**config.mk**
```make
export PLATFORM = sky130hd
export DESIGN_NAME = smsre_serial
export DESIGN_NICKNAME = d
export VERILOG_FILES = /design/src/smsre_pkg.sv /design/src/smsre_uart_rx.sv /design/src/smsre_serial.sv
export SDC_FILE = /design/constraint.sdc
export NUM_CORES = 1
export LEC_CHECK = 0
export BUFFER_PORTS_ARGS = -buffer_cell sky130_fd_sc_hd__buf_2
export CORE_MARGIN = 2
export CORE_UTILIZATION = 61
export CTS_CLUSTER_SIZE = 30
export DETAILED_ROUTE_END_ITERATION = 6
export HOLD_SLACK_MARGIN = 0.15
export PLACE_DENSITY = 0.89
export SLEW_MARGIN = 25
export SYNTH_ARGS = -nofsm -noshare
export SYNTH_HDL_FRONTEND = slang
export SYNTH_SLANG_ARGS = --single-unit
```
**constraint.sdc**
```tcl
create_clock -name clock_i -period 3.8 [get_ports clock_i]
set_input_delay 0.76 -clock clock_i [delete_from_list [all_inputs] [get_ports clock_i]]
set_output_delay 0.76 -clock clock_i [all_outputs]
set_load 0.02 [all_outputs]
```
**src/smsre_pkg.sv**
```systemverilog
package smsre_pkg;

  // Register map
  localparam logic [15:0] ADDR_UART_MODE  = 16'hFF70;
  localparam logic [15:0] ADDR_RX_ERR     = 16'hFF71;
  localparam logic [15:0] ADDR_CS_MODE    = 16'hFF72;
  localparam logic [15:0] ADDR_BAUD       = 16'hFF73;
  localparam logic [15:0] ADDR_DATA       = 16'hFF74;
  localparam logic [15:0] ADDR_PORT_OUT   = 16'hFF75;
  localparam logic [15:0] ADDR_PORT_DIR   = 16'hFF76;
  localparam logic [15:0] ADDR_PORT_PIN   = 16'hFF77;
  localparam logic [15:0] ADDR_INT_STATUS = 16'hFF78;
  localparam logic [15:0] ADDR_INT_CLEAR  = 16'hFF79;
  localparam logic [15:0] ADDR_INT_ENABLE = 16'hFF7A;

  // Field positions, and the interrupt field width
  localparam int UM_TX_EN   = 7;
  localparam int UM_RX_EN   = 6;
  localparam int UM_PAR_HI  = 5;
  localparam int UM_PAR_LO  = 4;
  localparam int UM_CHAR8   = 3;
  localparam int UM_STOP2   = 2;
  localparam int CS_EN      = 7;
  localparam int CS_DIR     = 2;
  localparam int CS_SRC     = 1;
  localparam int BAUD_HI    = 7;
  localparam int BAUD_LO    = 4;
  localparam int ERR_PE     = 2;
  localparam int ERR_FE     = 1;
  localparam int ERR_OV     = 0;
  localparam int INT_RX     = 0;
  localparam int INT_TX     = 1;
  localparam int INT_PE     = 2;
  localparam int INT_FE     = 3;
  localparam int INT_OV     = 4;
  localparam int INT_W      = 5;
  localparam int PIN_CLK    = 0;
  localparam int PIN_TX     = 1;
  localparam int PIN_RX     = 2;

  // Reset values
  localparam logic [7:0] RST_BYTE     = 8'h00;
  localparam logic [2:0] RST_PORT_DIR = 3'h7;

  // Counts in ticks or bits, and the baud select code for the external clock
  localparam logic [3:0] TICK_LAST  = 4'hF;
  localparam logic [3:0] TICK_HALF  = 4'h7;
  localparam logic [3:0] SHIFT_LAST = 4'h7;
  localparam logic [3:0] BAUD_EXT   = 4'h8;

  typedef enum logic [1:0] {
    SMSRE_PAR_NONE,
    SMSRE_PAR_ZERO,
    SMSRE_PAR_ODD,
    SMSRE_PAR_EVEN
  } smsre_par_t;

  // Parity bit to send, or to expect, for a character
  function automatic logic smsre_par_bit(input logic [7:0] d, input logic char8,
                                         input smsre_par_t p);
    logic ones;
    ones = char8 ? ^d : ^d[6:0];
    case (p)
      SMSRE_PAR_ODD:  return ~ones;
      SMSRE_PAR_EVEN: return ones;
      default:        return 1'b0;
    endcase
  endfunction

endpackage

```
**src/smsre_uart_rx.sv**
```systemverilog
`timescale 1ns/1ps
`default_nettype none
module smsre_uart_rx (
  // Clock and reset
  input  wire logic              clock_i,
  input  wire logic              reset_n_i,
  // Control
  input  wire logic              enable_i,
  input  wire logic              tick_i,
  input  wire logic              char8_i,
  input  wire smsre_pkg::smsre_par_t par_i,
  // Serial line, already synchronised
  input  wire logic              rxd_i,
  // Completed frame
  output logic                   done_o,
  output logic [7:0]             data_o,
  output logic                   parity_err_o,
  output logic                   framing_err_o
);
  import smsre_pkg::*;

  typedef enum logic [2:0] {RX_IDLE, RX_START, RX_DATA, RX_PARITY, RX_STOP} smsre_rx_st_t;

  typedef struct packed {
    smsre_rx_st_t st;
    logic [3:0]   sub;
    logic [2:0]   idx;
    logic [7:0]   data;
    logic         par;
    logic         done;
    logic         pe;
    logic         fe;
  } smsre_rx_t;

  smsre_rx_t cur;
  smsre_rx_t next_cur;

  always_comb begin
    next_cur = cur;
    next_cur.done = 1'b0;
    if (!enable_i) begin
      next_cur.st = RX_IDLE;
    end else if (tick_i) begin
      next_cur.sub = cur.sub + 4'h1;
      case (cur.st)
        RX_IDLE: begin
          if (!rxd_i) begin
            next_cur.st  = RX_START;
            next_cur.sub = 4'h0;
          end
        end
        RX_START: begin
          // Glitch shorter than half a bit is dropped
          if (cur.sub == TICK_HALF) begin
            next_cur.sub  = 4'h0;
            next_cur.idx  = 3'h0;
            next_cur.data = 8'h00;
            next_cur.st   = rxd_i ? RX_IDLE : RX_DATA;
          end
        end
        RX_DATA: begin
          if (cur.sub == TICK_LAST) begin
            next_cur.data[cur.idx] = rxd_i;
            next_cur.idx = cur.idx + 3'h1;
            if (cur.idx == (char8_i ? 3'h7 : 3'h6)) begin
              next_cur.st = (par_i == SMSRE_PAR_NONE) ? RX_STOP : RX_PARITY;
            end
          end
        end
        RX_PARITY: begin
          if (cur.sub == TICK_LAST) begin
            next_cur.par = rxd_i;
            next_cur.st  = RX_STOP;
          end
        end
        RX_STOP: begin
          // Only the first stop bit is looked at
          if (cur.sub == TICK_LAST) begin
            next_cur.done = 1'b1;
            next_cur.fe   = ~rxd_i;
            next_cur.pe   = par_i[1] &&
                            (cur.par != smsre_par_bit(cur.data, char8_i, par_i));
            next_cur.st   = RX_IDLE;
          end
        end
        default: next_cur.st = RX_IDLE;
      endcase
    end
  end

  always_ff @(posedge clock_i) begin
    if (!reset_n_i) begin
      cur <= '0;
    end else begin
      cur <= next_cur;
    end
  end

  assign done_o        = cur.done;
  assign data_o        = cur.data;
  assign parity_err_o  = cur.pe;
  assign framing_err_o = cur.fe;

endmodule // smsre_uart_rx
`default_nettype wire

```
**src/smsre_serial.sv**
```systemverilog
// Notes on behaviour
// - With all three enables clear, no transfer; the three pins are plain port pins.
// - Clocked mode: UART enables 0, clocked enable 1; order and clock source selectable.
// - Clocked mode drives the data output; data input may stay a port pin.
// - UART mode: clocked, order, source controls 0; LSB first; enables pick direction.
// - UART pins take their function only when the matching enable or source is chosen.
// - Error status reports receive errors in UART mode only; undefined in clocked mode.
// - Reset clears the receive error status to zero.
// - Error status is read-only; bits seven to three read zero.
// - Parity error flag set on mismatch; never when parity checking is off.
// - Framing error flag set when the stop bit is missing.
// - Only the first stop bit is checked on receive.
// - Overrun flag set when a frame completes before the buffer was read.
// - Until the buffer is read, every further frame flags overrun again.
//
// The plain strobed port is this design's own decision.
`timescale 1ns/1ps
`default_nettype none
module smsre_serial (
  // Clock and reset
  input  wire logic       clock_i,
  input  wire logic       reset_n_i,
  // Register port
  input  wire logic [15:0] addr_i,
  input  wire logic [7:0] wdata_i,
  input  wire logic       wr_i,
  input  wire logic       rd_i,
  output logic [7:0]      rdata_o,
  // Interrupt
  output logic            irq_o,
  // Pins: bit 0 clock, bit 1 data out, bit 2 data in
  input  wire logic [2:0] port_pin_i,
  output logic [2:0]      port_pin_o,
  output logic [2:0]      port_pin_oe_n_o
);
  import smsre_pkg::*;

  typedef struct packed {
    logic             tx_en;
    logic             rx_en;
    smsre_par_t       par;
    logic             char8;
    logic             stop2;
    logic             cs_en;
    logic             bit_order;
    logic             clk_src;
    logic [3:0]       baud_sel;
    logic [2:0]       port_out;
    logic [2:0]       port_dir;
    logic [2:0]       sync1;
    logic [2:0]       sync2;
    logic [2:0]       sync3;
    logic [2:0]       err;
    logic [INT_W-1:0] int_sts;
    logic [INT_W-1:0] int_en;
    logic [7:0]       rx_buf;
    logic             unread;
    logic [7:0]       rdata;
    logic             irq;
    logic [7:0]       baud_cnt;
    logic [11:0]      tx_sh;
    logic [3:0]       tx_cnt;
    logic [3:0]       tx_sub;
    logic             tx_busy;
    logic [7:0]       sh;
    logic [3:0]       sh_cnt;
    logic             sh_busy;
    logic             sh_in;
    logic             sck;
    logic [2:0]       pin_o;
    logic [2:0]       pin_oe_n;
  } smsre_state_t;

  smsre_state_t cur;
  smsre_state_t next_cur;

  logic       mode_stop;
  logic       mode_three;
  logic       mode_uart;
  logic       ext_baud;
  logic [3:0] baud_n;
  logic [7:0] baud_limit;
  logic       tick;
  logic       clk_rise;
  logic       clk_fall;
  logic       sck_rise;
  logic       sck_fall;
  logic       rx_done;
  logic [7:0] rx_data;
  logic       rx_pe;
  logic       rx_fe;

  // Shift one bit into the clocked-mode register in the chosen order
  function automatic logic [7:0] shift_in(input logic [7:0] sh, input logic b,
                                          input logic lsb_first);
    return lsb_first ? {b, sh[7:1]} : {sh[6:0], b};
  endfunction

  // Any combination outside the three legal ones falls back to stop
  assign mode_three = cur.cs_en && !cur.tx_en && !cur.rx_en;
  assign mode_uart  = !cur.cs_en && !cur.bit_order && !cur.clk_src &&
                      (cur.tx_en || cur.rx_en);
  assign mode_stop  = !mode_three && !mode_uart;
  assign ext_baud   = (cur.baud_sel == BAUD_EXT);

  // Internal tick every 2^(sel+1) clocks, sixteen ticks to a UART bit, two to a clocked bit
  assign baud_n     = cur.baud_sel + 4'h1;
  assign baud_limit = 8'((9'h001 << baud_n) - 9'h001);
  assign clk_rise   = cur.sync2[PIN_CLK] && !cur.sync3[PIN_CLK];
  assign clk_fall   = !cur.sync2[PIN_CLK] && cur.sync3[PIN_CLK];
  assign tick       = mode_stop ? 1'b0 :
                      ext_baud ? (mode_uart && clk_rise) :
                      (cur.baud_sel < BAUD_EXT) && (cur.baud_cnt == baud_limit);

  // Shift clock edges: internal toggle or the synced pin
  assign sck_rise = cur.sh_busy && (cur.clk_src ? (tick && !cur.sck) : clk_rise);
  assign sck_fall = cur.sh_busy && (cur.clk_src ? (tick && cur.sck) : clk_fall);

  smsre_uart_rx u_rx (
    .clock_i       (clock_i),
    .reset_n_i     (reset_n_i),
    .enable_i      (mode_uart && cur.rx_en),
    .tick_i        (tick),
    .char8_i       (cur.char8),
    .par_i         (cur.par),
    .rxd_i         (cur.sync2[PIN_RX]),
    .done_o        (rx_done),
    .data_o        (rx_data),
    .parity_err_o  (rx_pe),
    .framing_err_o (rx_fe)
  );

  always_comb begin
    logic [11:0] frame;
    logic [3:0]  flen;
    logic        tx_evt;
    logic        sh_evt;
    logic [7:0]  sh_done;
    frame    = 12'hFFF;
    flen     = 4'h0;
    tx_evt   = 1'b0;
    sh_evt   = 1'b0;
    sh_done  = 8'h00;
    next_cur = cur;

    next_cur.sync1 = port_pin_i;
    next_cur.sync2 = cur.sync1;
    next_cur.sync3 = cur.sync2;

    // Register reads, one cycle latency
    next_cur.rdata = RST_BYTE;
    if (rd_i) begin
      case (addr_i)
        ADDR_UART_MODE:  next_cur.rdata = {cur.tx_en, cur.rx_en, cur.par, cur.char8,
                                           cur.stop2, 2'h0};
        ADDR_RX_ERR: begin
          next_cur.rdata = {5'h00, cur.err};
          // Read clears the status; a frame end in this cycle wins
          next_cur.err   = 3'h0;
        end
        ADDR_CS_MODE:    next_cur.rdata = {cur.cs_en, 4'h0, cur.bit_order, cur.clk_src, 1'b0};
        ADDR_BAUD:       next_cur.rdata = {cur.baud_sel, 4'h0};
        ADDR_DATA: begin
          next_cur.rdata  = cur.rx_buf;
          next_cur.unread = 1'b0;
        end
        ADDR_PORT_OUT:   next_cur.rdata = {5'h00, cur.port_out};
        ADDR_PORT_DIR:   next_cur.rdata = {5'h00, cur.port_dir};
        ADDR_PORT_PIN:   next_cur.rdata = {5'h00, cur.sync2};
        ADDR_INT_STATUS: next_cur.rdata = {3'h0, cur.int_sts};
        ADDR_INT_ENABLE: next_cur.rdata = {3'h0, cur.int_en};
        default:         next_cur.rdata = RST_BYTE;
      endcase
    end

    // Register writes; error status has no write path
    if (wr_i) begin
      case (addr_i)
        ADDR_UART_MODE: begin
          next_cur.tx_en = wdata_i[UM_TX_EN];
          next_cur.rx_en = wdata_i[UM_RX_EN];
          next_cur.par   = smsre_par_t'(wdata_i[UM_PAR_HI:UM_PAR_LO]);
          next_cur.char8 = wdata_i[UM_CHAR8];
          next_cur.stop2 = wdata_i[UM_STOP2];
        end
        ADDR_CS_MODE: begin
          next_cur.cs_en     = wdata_i[CS_EN];
          next_cur.bit_order = wdata_i[CS_DIR];
          next_cur.clk_src   = wdata_i[CS_SRC];
        end
        ADDR_BAUD: next_cur.baud_sel = wdata_i[BAUD_HI:BAUD_LO];
        ADDR_DATA: begin
          if (mode_uart && cur.tx_en && !cur.tx_busy) begin
            // Frame goes out LSB first: start, data, parity, stops
            frame[0]   = 1'b0;
            frame[8:1] = cur.char8 ? wdata_i : {1'b1, wdata_i[6:0]};
            if (cur.par != SMSRE_PAR_NONE) begin
              frame[cur.char8 ? 9 : 8] = smsre_par_bit(wdata_i, cur.char8, cur.par);
            end
            flen = 4'h1 + (cur.char8 ? 4'h8 : 4'h7) +
                   ((cur.par != SMSRE_PAR_NONE) ? 4'h1 : 4'h0) +
                   (cur.stop2 ? 4'h2 : 4'h1);
            next_cur.tx_sh   = frame;
            next_cur.tx_cnt  = flen;
            next_cur.tx_sub  = 4'h0;
            next_cur.tx_busy = 1'b1;
          end else if (mode_three && !cur.sh_busy) begin
            next_cur.sh      = wdata_i;
            next_cur.sh_cnt  = 4'h0;
            next_cur.sh_busy = 1'b1;
          end
        end
        ADDR_PORT_OUT:   next_cur.port_out = wdata_i[2:0];
        ADDR_PORT_DIR:   next_cur.port_dir = wdata_i[2:0];
        ADDR_INT_CLEAR:  next_cur.int_sts  = cur.int_sts & ~wdata_i[INT_W-1:0];
        ADDR_INT_ENABLE: next_cur.int_en   = wdata_i[INT_W-1:0];
        default: ;
      endcase
    end

    // Baud prescaler
    // A divider write in mid-frame garbles the bit in flight
    if (tick || mode_stop || ext_baud) begin
      next_cur.baud_cnt = 8'h00;
    end else begin
      next_cur.baud_cnt = cur.baud_cnt + 8'h01;
    end

    // UART transmitter
    if (!(mode_uart && cur.tx_en)) begin
      next_cur.tx_busy = 1'b0;
    end else if (cur.tx_busy && tick) begin
      next_cur.tx_sub = cur.tx_sub + 4'h1;
      if (cur.tx_sub == TICK_LAST) begin
        // Ones shift in behind the frame, so the line ends high
        next_cur.tx_sh  = {1'b1, cur.tx_sh[11:1]};
        next_cur.tx_cnt = cur.tx_cnt - 4'h1;
        if (cur.tx_cnt == 4'h1) begin
          next_cur.tx_busy = 1'b0;
          tx_evt = 1'b1;
        end
      end
    end

    // Clocked serial: sample on rising edge, shift on falling edge
    if (!mode_three) begin
      next_cur.sh_busy = 1'b0;
      next_cur.sh_cnt  = 4'h0;
      next_cur.sck     = 1'b1;
    end else if (cur.sh_busy) begin
      if (cur.clk_src && tick) begin
        next_cur.sck = ~cur.sck;
      end
      if (sck_rise) begin
        if (cur.sh_cnt == SHIFT_LAST) begin
          sh_done = shift_in(cur.sh, cur.sync2[PIN_RX], cur.bit_order);
          next_cur.sh      = sh_done;
          next_cur.sh_busy = 1'b0;
          next_cur.sh_cnt  = 4'h0;
          sh_evt = 1'b1;
        end else begin
          next_cur.sh_in  = cur.sync2[PIN_RX];
          next_cur.sh_cnt = cur.sh_cnt + 4'h1;
        end
      end
      if (sck_fall && cur.sh_cnt != 4'h0) begin
        next_cur.sh = shift_in(cur.sh, cur.sh_in, cur.bit_order);
      end
    end

    // Received byte and error flags; a new event wins over a read
    // A clocked byte always lands; only UART frames can overrun
    if (sh_evt) begin
      next_cur.rx_buf = sh_done;
      next_cur.unread = 1'b1;
    end
    if (rx_done) begin
      // Overrun keeps the unread byte in the buffer
      next_cur.err[ERR_OV] = cur.unread;
      next_cur.err[ERR_PE] = rx_pe;
      next_cur.err[ERR_FE] = rx_fe;
      if (!cur.unread) begin
        next_cur.rx_buf = rx_data;
        next_cur.unread = 1'b1;
      end
    end

    // Sticky interrupt status
    if (rx_done || sh_evt) next_cur.int_sts[INT_RX] = 1'b1;
    if (tx_evt)            next_cur.int_sts[INT_TX] = 1'b1;
    if (rx_done && rx_pe)  next_cur.int_sts[INT_PE] = 1'b1;
    if (rx_done && rx_fe)  next_cur.int_sts[INT_FE] = 1'b1;
    if (rx_done && cur.unread) next_cur.int_sts[INT_OV] = 1'b1;
    next_cur.irq = |(next_cur.int_sts & next_cur.int_en);

    // Pins default to port function; dir bit 1 means input
    next_cur.pin_o    = cur.port_out;
    next_cur.pin_oe_n = cur.port_dir;
    if (mode_three) begin
      // Data out holds its last bit while idle, so it
      // never moves together with the final rising clock
      if (cur.sh_busy) begin
        next_cur.pin_o[PIN_TX] = cur.bit_order ? cur.sh[0] : cur.sh[7];
      end else begin
        next_cur.pin_o[PIN_TX] = cur.pin_o[PIN_TX];
      end
      next_cur.pin_oe_n[PIN_TX] = 1'b0;
      next_cur.pin_o[PIN_CLK]   = cur.sck;
      next_cur.pin_oe_n[PIN_CLK] = ~cur.clk_src;
    end else if (mode_uart) begin
      if (cur.tx_en) begin
        next_cur.pin_o[PIN_TX]    = cur.tx_busy ? cur.tx_sh[0] : 1'b1;
        next_cur.pin_oe_n[PIN_TX] = 1'b0;
      end
      if (cur.rx_en) begin
        next_cur.pin_oe_n[PIN_RX] = 1'b1;
      end
      if (ext_baud) begin
        next_cur.pin_oe_n[PIN_CLK] = 1'b1;
      end
    end
  end

  always_ff @(posedge clock_i) begin
    if (!reset_n_i) begin
      cur          <= '0;
      // Pins come up as inputs until software picks their roles
      cur.port_dir <= RST_PORT_DIR;
      cur.pin_oe_n <= RST_PORT_DIR;
      cur.sck      <= 1'b1;
    end else begin
      cur <= next_cur;
    end
  end

  assign rdata_o         = cur.rdata;
  assign irq_o           = cur.irq;
  assign port_pin_o      = cur.pin_o;
  assign port_pin_oe_n_o = cur.pin_oe_n;

endmodule // smsre_serial
`default_nettype wire

```
==> impl_results.md, run 1 <==
- Status: finished, final reports clean
- Yosys reg bits: ~130
- Commonest cells in the netlist: 129 x dfxtp_1, 101 x nand2_1, 79 x nor2_1
- Wirelength per Cell: 18.63 um
- Critical Path Sink Type: flip-flop
- Worst slew margin: 0.4987
- Core area: between 10,000 and 15,000 um^2
- Final Core Density: 0.7051
- Critical Path Source Type: flip-flop
- Final global-route overflow total: 0
- Vias per cell: 6.347
- Count leader, synth: dfxtp_1
- Layout net count: 895
- Post-route clock period utilization: 0.9229
- Max-Cap Viols: 0
- Filler cell count: between 800 and 900
- Fmax: 285.1 MHz
- Gr usage total: 0.3048
- Final hold viol count: 0
- Yosys top cell area share: 0.3731
- Die ar.: 12,210 um^2
- Die width: roughly 110 um
- Clock Sinks: roughly 130
- Leak Pwr: 2.869 nW
- Yosys cell types: 75
- Area Growth Syn to Fin: 11.41%
- TritonCTS clock tree: done
- Synth area leader: dfxtp_1
- Rows: 38
- # DRC: 0
- YS warnings: 0
- Worst Hold Class: flip-flop to flip-flop
- Worst-path fanout max: 13
- Syn Inst Count: ~830
- Switching power: approximately 0.7 mW
- Worst path slowest cell: dfxtp_1
- Worst endpoint required time: ~4.1 ns
- Delay of the slowest critical-path stage: around 0.43 ns
- First-pass GRT wire length: between 20,000 and 30,000 um
- Syn_area_per_cell: roughly 8.3 um^2
- Syn_nets: between 800 and 900
- Int Pwr: between 2 and 2.5 mW
- 1st-iter DRT viols: approximately 760
- Worst path cell trace: nor3_1, nand2b_1, ha_1, xor2_1, xnor2_1, nand4_1, or3_1, o21ai_2, and3_1, nand4_4, o41ai_1
- Total CTS buffers: 17
- Clock group share of total power: 0.530
- Final setup violation count: 0
- Synth area leaders: dfxtp_1 37%, nand2_1 5.5%, mux2i_1 4.6%, nor2_1 4.3%, a21oi_1 3.3%
- WP data arrival: around 3.8 ns
- Root Buffer: clkbuf_16
- Peak supply drop: between 300 and 400 uV
- Clk_lat worst skew: roughly 0.43 ns
- Syn Std Cell Area: 6922 um^2
- Share of cells above drive strength 1: 0.1455
- DP HPWL: 12,610 um
- Pins Over Slew Limit: 0
- Initial Util: 0.6330
- Most common flop cell mapped by yosys: dfxtp_1
- Sequential Power Share: 0.438
- CP Class: flip-flop to flip-flop
- Gpl congestion: ~0.93
- Chip Height: between 100 and 150 um
- Worst slew pin tran: about 0.75 ns
- Sw frac: 0.2194
- Minimum clock period: ~3.5 ns
- Largest net degree at the start of global routing: 58
- Power Dens Cells: 402.2 nW/um^2
- Final ANT Viol Nets: 0
- Vias in the first global route: 5,996
- Detailed Route WL: 18,630 um
- IO Count: 46
- Max H-tree Level: 4
- Buffers on Ports: 45
- RSZ-0062 raised after global routing: false
- Vias: around 6,300
- Worst-path clk slew: around 0.060 ns
- Logic pwr share: 0.032
- Register area share after synthesis: 0.3731
- CTS max path bufs: 2
- Total iterations of the first detailed-routing run: 6
- Post-synth ARST share: 0
- Pwr Total: a little over 3 mW
- Final Skew: 0.006228 ns
- Antenna violations before repair: 1
- Post-synth EDFFs: 0
- Setup TNS: 0 ns
==> state kept, by name, indices dropped and copies added, names as in the netlist <==
register	cells
cur	92
irq_o	1
port_pin_o	3
port_pin_oe_n_o	3
rdata_o	8
u_rx.cur	11
u_rx.data_o	8
u_rx.done_o	1
u_rx.framing_err_o	1
u_rx.parity_err_o	1
==> placed cells by master (no fill, tap or decap), types with 5 or more instances in the layout <==
| master | count |
|---|---|
| a211oi_1 | 8 |
| a21oi_1 | 45 |
| a222oi_1 | 5 |
| a22oi_1 | 13 |
| a31oi_1 | 7 |
| and2_1 | 14 |
| and3_1 | 13 |
| buf_2 | 45 |
| buf_4 | 19 |
| clkbuf_16 | 17 |
| dfxtp_1 | 129 |
| ha_1 | 15 |
| inv_1 | 20 |
| mux2_2 | 12 |
| mux2i_1 | 32 |
| nand2_1 | 101 |
| nand2b_1 | 18 |
| nand3_1 | 43 |
| nand3b_1 | 6 |
| nand4_1 | 5 |
| nor2_1 | 79 |
| nor3_1 | 17 |
| nor3b_1 | 6 |
| nor4_1 | 5 |
| o211ai_1 | 9 |
| o21a_1 | 6 |
| o21ai_0 | 43 |
| or3_1 | 9 |
| xnor2_1 | 21 |
| xor2_1 | 11 |
==> per-stage QoR <==
step                      area (um^2)  instances  worst slack (ns)  hold WS [ns]
after floorplan                  6922        831            0.8252        0.4119
after global placement           7126        969            0.4244        0.4135
after detailed placement         7126        969            0.3729        0.4212
after CTS                        7709        999            0.2735        0.4363
after global routing             7711       1000            0.1294        0.4396
final                            7711       1000            0.2929        0.4338
==> critical path, delay by kind of cell, from the launching register on <==
family | cells | cell delay (ns)
compound gates | 2 | 0.57
xor+xnor | 2 | 0.41
fa+ha+maj | 1 | 0.28
flops | 1 | 0.43
simple gates | 6 | 1.72
==> power by group through the flow <==
stage	Sequential (mW)	Combinational, mW	Clock (mW)
floorplan	1.39	0.0576	0
global placement	1.39	0.0916	0
detailed placement	1.39	0.0924	0
CTS	1.36	0.0946	1.64
global route	1.36	0.103	1.70
finish	1.36	0.0978	1.64
==> layer usage <==
metal	global-route usage	vias up	part of all wire	routed length, um
li1	-	2987	-	-
met5	0	-	0	0
met1	0.3503	2897	0.39	7303
met4	0.1825	0	0.053	995
met2	0.4883	364	0.46	8534
met3	0.1065	99	0.097	1798
==> worst paths after layout <==
check | startpoint | to | slack, ns | cells past startpoint
worst max register to register | cur[96] | u_rx.data_o[0] | 0.29 | 11
worst min-delay path | cur[87] | cur[84] | 0.43 | 1
worst min register to register | cur[87] | cur[84] | 0.43 | 1
worst max-delay path | cur[96] | u_rx.data_o[0] | 0.29 | 11
==> cell families (layout without fill, tap and decap cells) <==
kind of cell,count (synthesis),count (layout),synth area share
xor gates and xnor gates,32,32,0.04049
other,0,1,0
and+or+nand+nor,341,341,0.2507
DFF,129,129,0.3731
adders and majority gates,16,16,0.03001
muxes,44,44,0.06580
buffers and inverters,87,115,0.06038
AOI/OAI and AO/OA,182,182,0.1795
==> layout make-up <==
| class | instances | area (um^2) | share of cell area |
|---|---|---|---|
| well taps | 140 | 175.2 | 0.02272 |
| clock buffers | 19 | 442.9 | 0.05744 |
| inverters | 21 | 78.83 | 0.01022 |
| diodes | 1 | 2.502 | 0.0003245 |
| repair buffers | 64 | 367.9 | 0.04770 |
| flip-flops and latches | 129 | 2582 | 0.3349 |
| clock inverters | 11 | 140.1 | 0.01817 |
| multi-input cells | 615 | 3921 | 0.5085 |
==> repair_timing <==
item,CTS,global route
hold buffers,0,0
setup endpoints to repair,0,1
setup buffers,0,0
resized for setup,0,0
No activity file was read; power rests on OpenSTA's default activity.
==> run 2, diff against run 1 <==
--- a/config.mk
+++ b/config.mk
@@ -5,12 +5,13 @@
 export SDC_FILE = /design/constraint.sdc
 export NUM_CORES = 1
 export LEC_CHECK = 0
+export ABC_AREA = 1
 export BUFFER_PORTS_ARGS = -buffer_cell sky130_fd_sc_hd__buf_2
-export CORE_MARGIN = 2
+export CORE_MARGIN = 4
 export CORE_UTILIZATION = 61
 export CTS_CLUSTER_SIZE = 30
 export DETAILED_ROUTE_END_ITERATION = 6
-export HOLD_SLACK_MARGIN = 0.15
+export HOLD_SLACK_MARGIN = 0.03
 export PLACE_DENSITY = 0.89
 export SLEW_MARGIN = 25
 export SYNTH_ARGS = -nofsm -noshare
==> impl_results.md, run 2 <==
- Syn_area_per_cell: between 6 and 7 um^2
- Minimum clock period: between 2 and 3 ns
- CP Class: flip-flop to flip-flop
- Critical Path Sink Type: flip-flop
- Root Buffer: clkbuf_16
- CTS max path bufs: 2
- Area post-placement: roughly 7400 um^2
- WP data arrival: 3.28 ns
- Clk_lat worst skew: around 0.43 ns
- Yosys cell types: 52
- Pwr Total: a little over 3 mW
- Die width: 116.1 um
- Final setup violation count: 0
- Post-synth EDFFs: 0
- Worst endpoint required time: approximately 4 ns
- Syn_nets: between 1,000 and 1,500
- Top flop regs: cur (92), u_rx.cur (11)
- First-pass GRT wire length: 30,440 um
- Pins Over Slew Limit: 0
- Initial Util: 0.6237
- Worst slew pin tran: approximately 0.99 ns
- Syn Std Cell Area: between 7000 and 8000 um^2
- Chip Height: between 100 and 150 um
- Post-synth ARST share: 0
- Worst slew margin: 0.3353
- Largest net degree at the start of global routing: 33
- 1st-iter DRT viols: between 800 and 900
- Final ANT Viol Nets: 0
- Vias: between 6,000 and 7,000
- Synth area leaders: dfxtp_1 36%, nand2_1 10%, nor2_1 7.4%, inv_1 6.9%, o21ai_0 5.1%
- IO Count: 46
- Gr usage total: 0.2892
- Max-Cap Viols: 0
- Most common flop cell mapped by yosys: dfxtp_1
- Final Cell Area: 7964 um^2
- Gpl congestion: 0.9921
- Antenna violations before repair: 0
- Core area: ~11,000 um^2
- Rows: 39
- Commonest non-fill, non-tap cell in the layout: nand2_1
- Max H-tree Level: 4
- Worst-path fanout max: 10
- Fmax: between 300 and 400 MHz
- Detailed Route WL: ~19,000 um
- Post_cts resized: 0
- Status: finished, final reports clean
- Worst path cell trace: nand4_1, ha_1, nand2_1, nand2_1, nor2_1, nand2_1, nor2_1, nand2_1, nor2_2, nand3_2, nand2_4, nand2_2, inv_2, nand2_1, nor2_2, nand2_2, a22oi_1, nor2_1
- Power Dens Cells: 391.1 nW/um^2
- Vias in the first global route: 6,492
- Commonest cells after routing, fill and taps aside: 194 x nand2_1, 140 x nor2_1, 131 x inv_1, 129 x dfxtp_1, 73 x o21ai_0
- Post-route clock period utilization: 0.7810
- Biggest register: cur
- Worst-path clk slew: 0.06 ns
- Delay of the slowest critical-path stage: 0.58 ns
- GR Util met1: 0.3573
- Synth area leader: dfxtp_1
- Filler cell count: slightly above 900
- Final Skew: 0.008034 ns
- Yosys reg bits: approximately 130
- Inserted Diodes: 0
- Wirelength per Cell: roughly 16 um
- Register area share after synthesis: 0.3626
- CTS Hold Bufs: 0
- GR Util met3: 0.08564
- Setup TNS: 0 ns
- TritonCTS clock tree: done
- Critical Path Source Type: flip-flop
- Vias per cell: between 5 and 6
- Met2 Usage GRT: 0.4653
- Die ar.: around 13,000 um^2
- Area Growth Syn to Fin: 11.82%
- YS warnings: 0
- DP HPWL: about 13,000 um
- Leak Pwr: 3.307 nW
- Final global-route overflow total: 0
- Cell repeated most along the worst path: nand2_1
- Worst Hold Class: flip-flop to flip-flop
- RSZ-0062 raised after global routing: false
- Commonest cells in the netlist: 194 x nand2_1, 140 x nor2_1, 131 x inv_1
- Clock Sinks: around 130
- GRT busiest layer: met2
- Max reg flops: slightly above 90
- Worst path slowest cell: dfxtp_1
- Layout net count: 1,103
- # DRC: 0
- Post-CTS Setup Bufs: 0
- Buffers on Ports: 45
- Syn Inst Count: 1,024
- Peak supply drop: 608.2 uV
- Total CTS buffers: 17
- Total iterations of the first detailed-routing run: 6
- Final hold viol count: 0
- Yosys top cell area share: 0.3626
- Share of cells above drive strength 1: 0.1310
- Count leader, synth: nand2_1
run 2: per-layer routing:
| layer | vias up | wire length [um] |
|---|---|---|
| met5 | - | 0 |
| met4 | 0 | 828 |
| met3 | 82 | 1794 |
| met2 | 384 | 8508 |
| met1 | 3121 | 7685 |
| li1 | 3409 | - |
run 2: cell type report:
cell class              instances  area [um^2]  area share
clock buffers                  23        508.0     0.06379
clock inverters                 9        102.6     0.01288
inverters                     142        533.0     0.06693
multi-input cells             714         3781      0.4748
flip-flops and latches        129         2582      0.3243
well taps                     143        178.9     0.02247
repair buffers                 52        277.8     0.03488
run 2: worst paths after layout:
check	startpoint	endpoint	slack, ns	cells past startpoint
max	cur[98]	u_rx.data_o[2]	0.83	18
min	cur[89]	cur[86]	0.42	2
max reg2reg	cur[98]	u_rx.data_o[2]	0.83	18
min reg2reg	cur[89]	cur[86]	0.42	2
run 2: stage by stage:
step / setup slack (ns) / cells / hold slack (ns) / util
3_3_place_gp: 0.7458 / 1180 / 0.3919 / 0.6440
3_5_place_dp: 0.6629 / 1180 / 0.4033 / 0.6440
5_1_grt: 0.5169 / 1212 / 0.4417 / 0.6975
4_1_cts: 0.8959 / 1212 / 0.4229 / 0.6975
6_report: 0.8323 / 1212 / 0.4164 / 0.6975
2_1_floorplan: 1.453 / 1024 / 0.3905 / -
run 2: cell families (layout without fill, tap and decap cells):
logic type	Yosys count	after routing	synth area share
simple gates	473	473	0.3085
compound gates	202	202	0.1650
buf+inv	181	226	0.1065
flops	129	129	0.3626
xor+xnor	23	23	0.02829
fa+ha+maj	16	16	0.02916
run 2: critical path, delay by kind of cell, from the launching register on:
family                     cells  cell delay (ns)
DFF                            1             0.58
AOI/OAI and AO/OA              1             0.21
adders and majority gates      1             0.34
and+or+nand+nor               15             1.56
buffers and inverters          1             0.14
run 2: where the power goes:
| group | switching [mW] | total [mW] | internal, mW |
|---|---|---|---|
| Combinational | 0.0700 | 0.0986 | 0.0286 |
| Clock | 0.594 | 1.66 | 1.06 |
| Sequential | 0.00172 | 1.36 | 1.36 |
| Total | 0.665 | 3.11 | 2.45 |
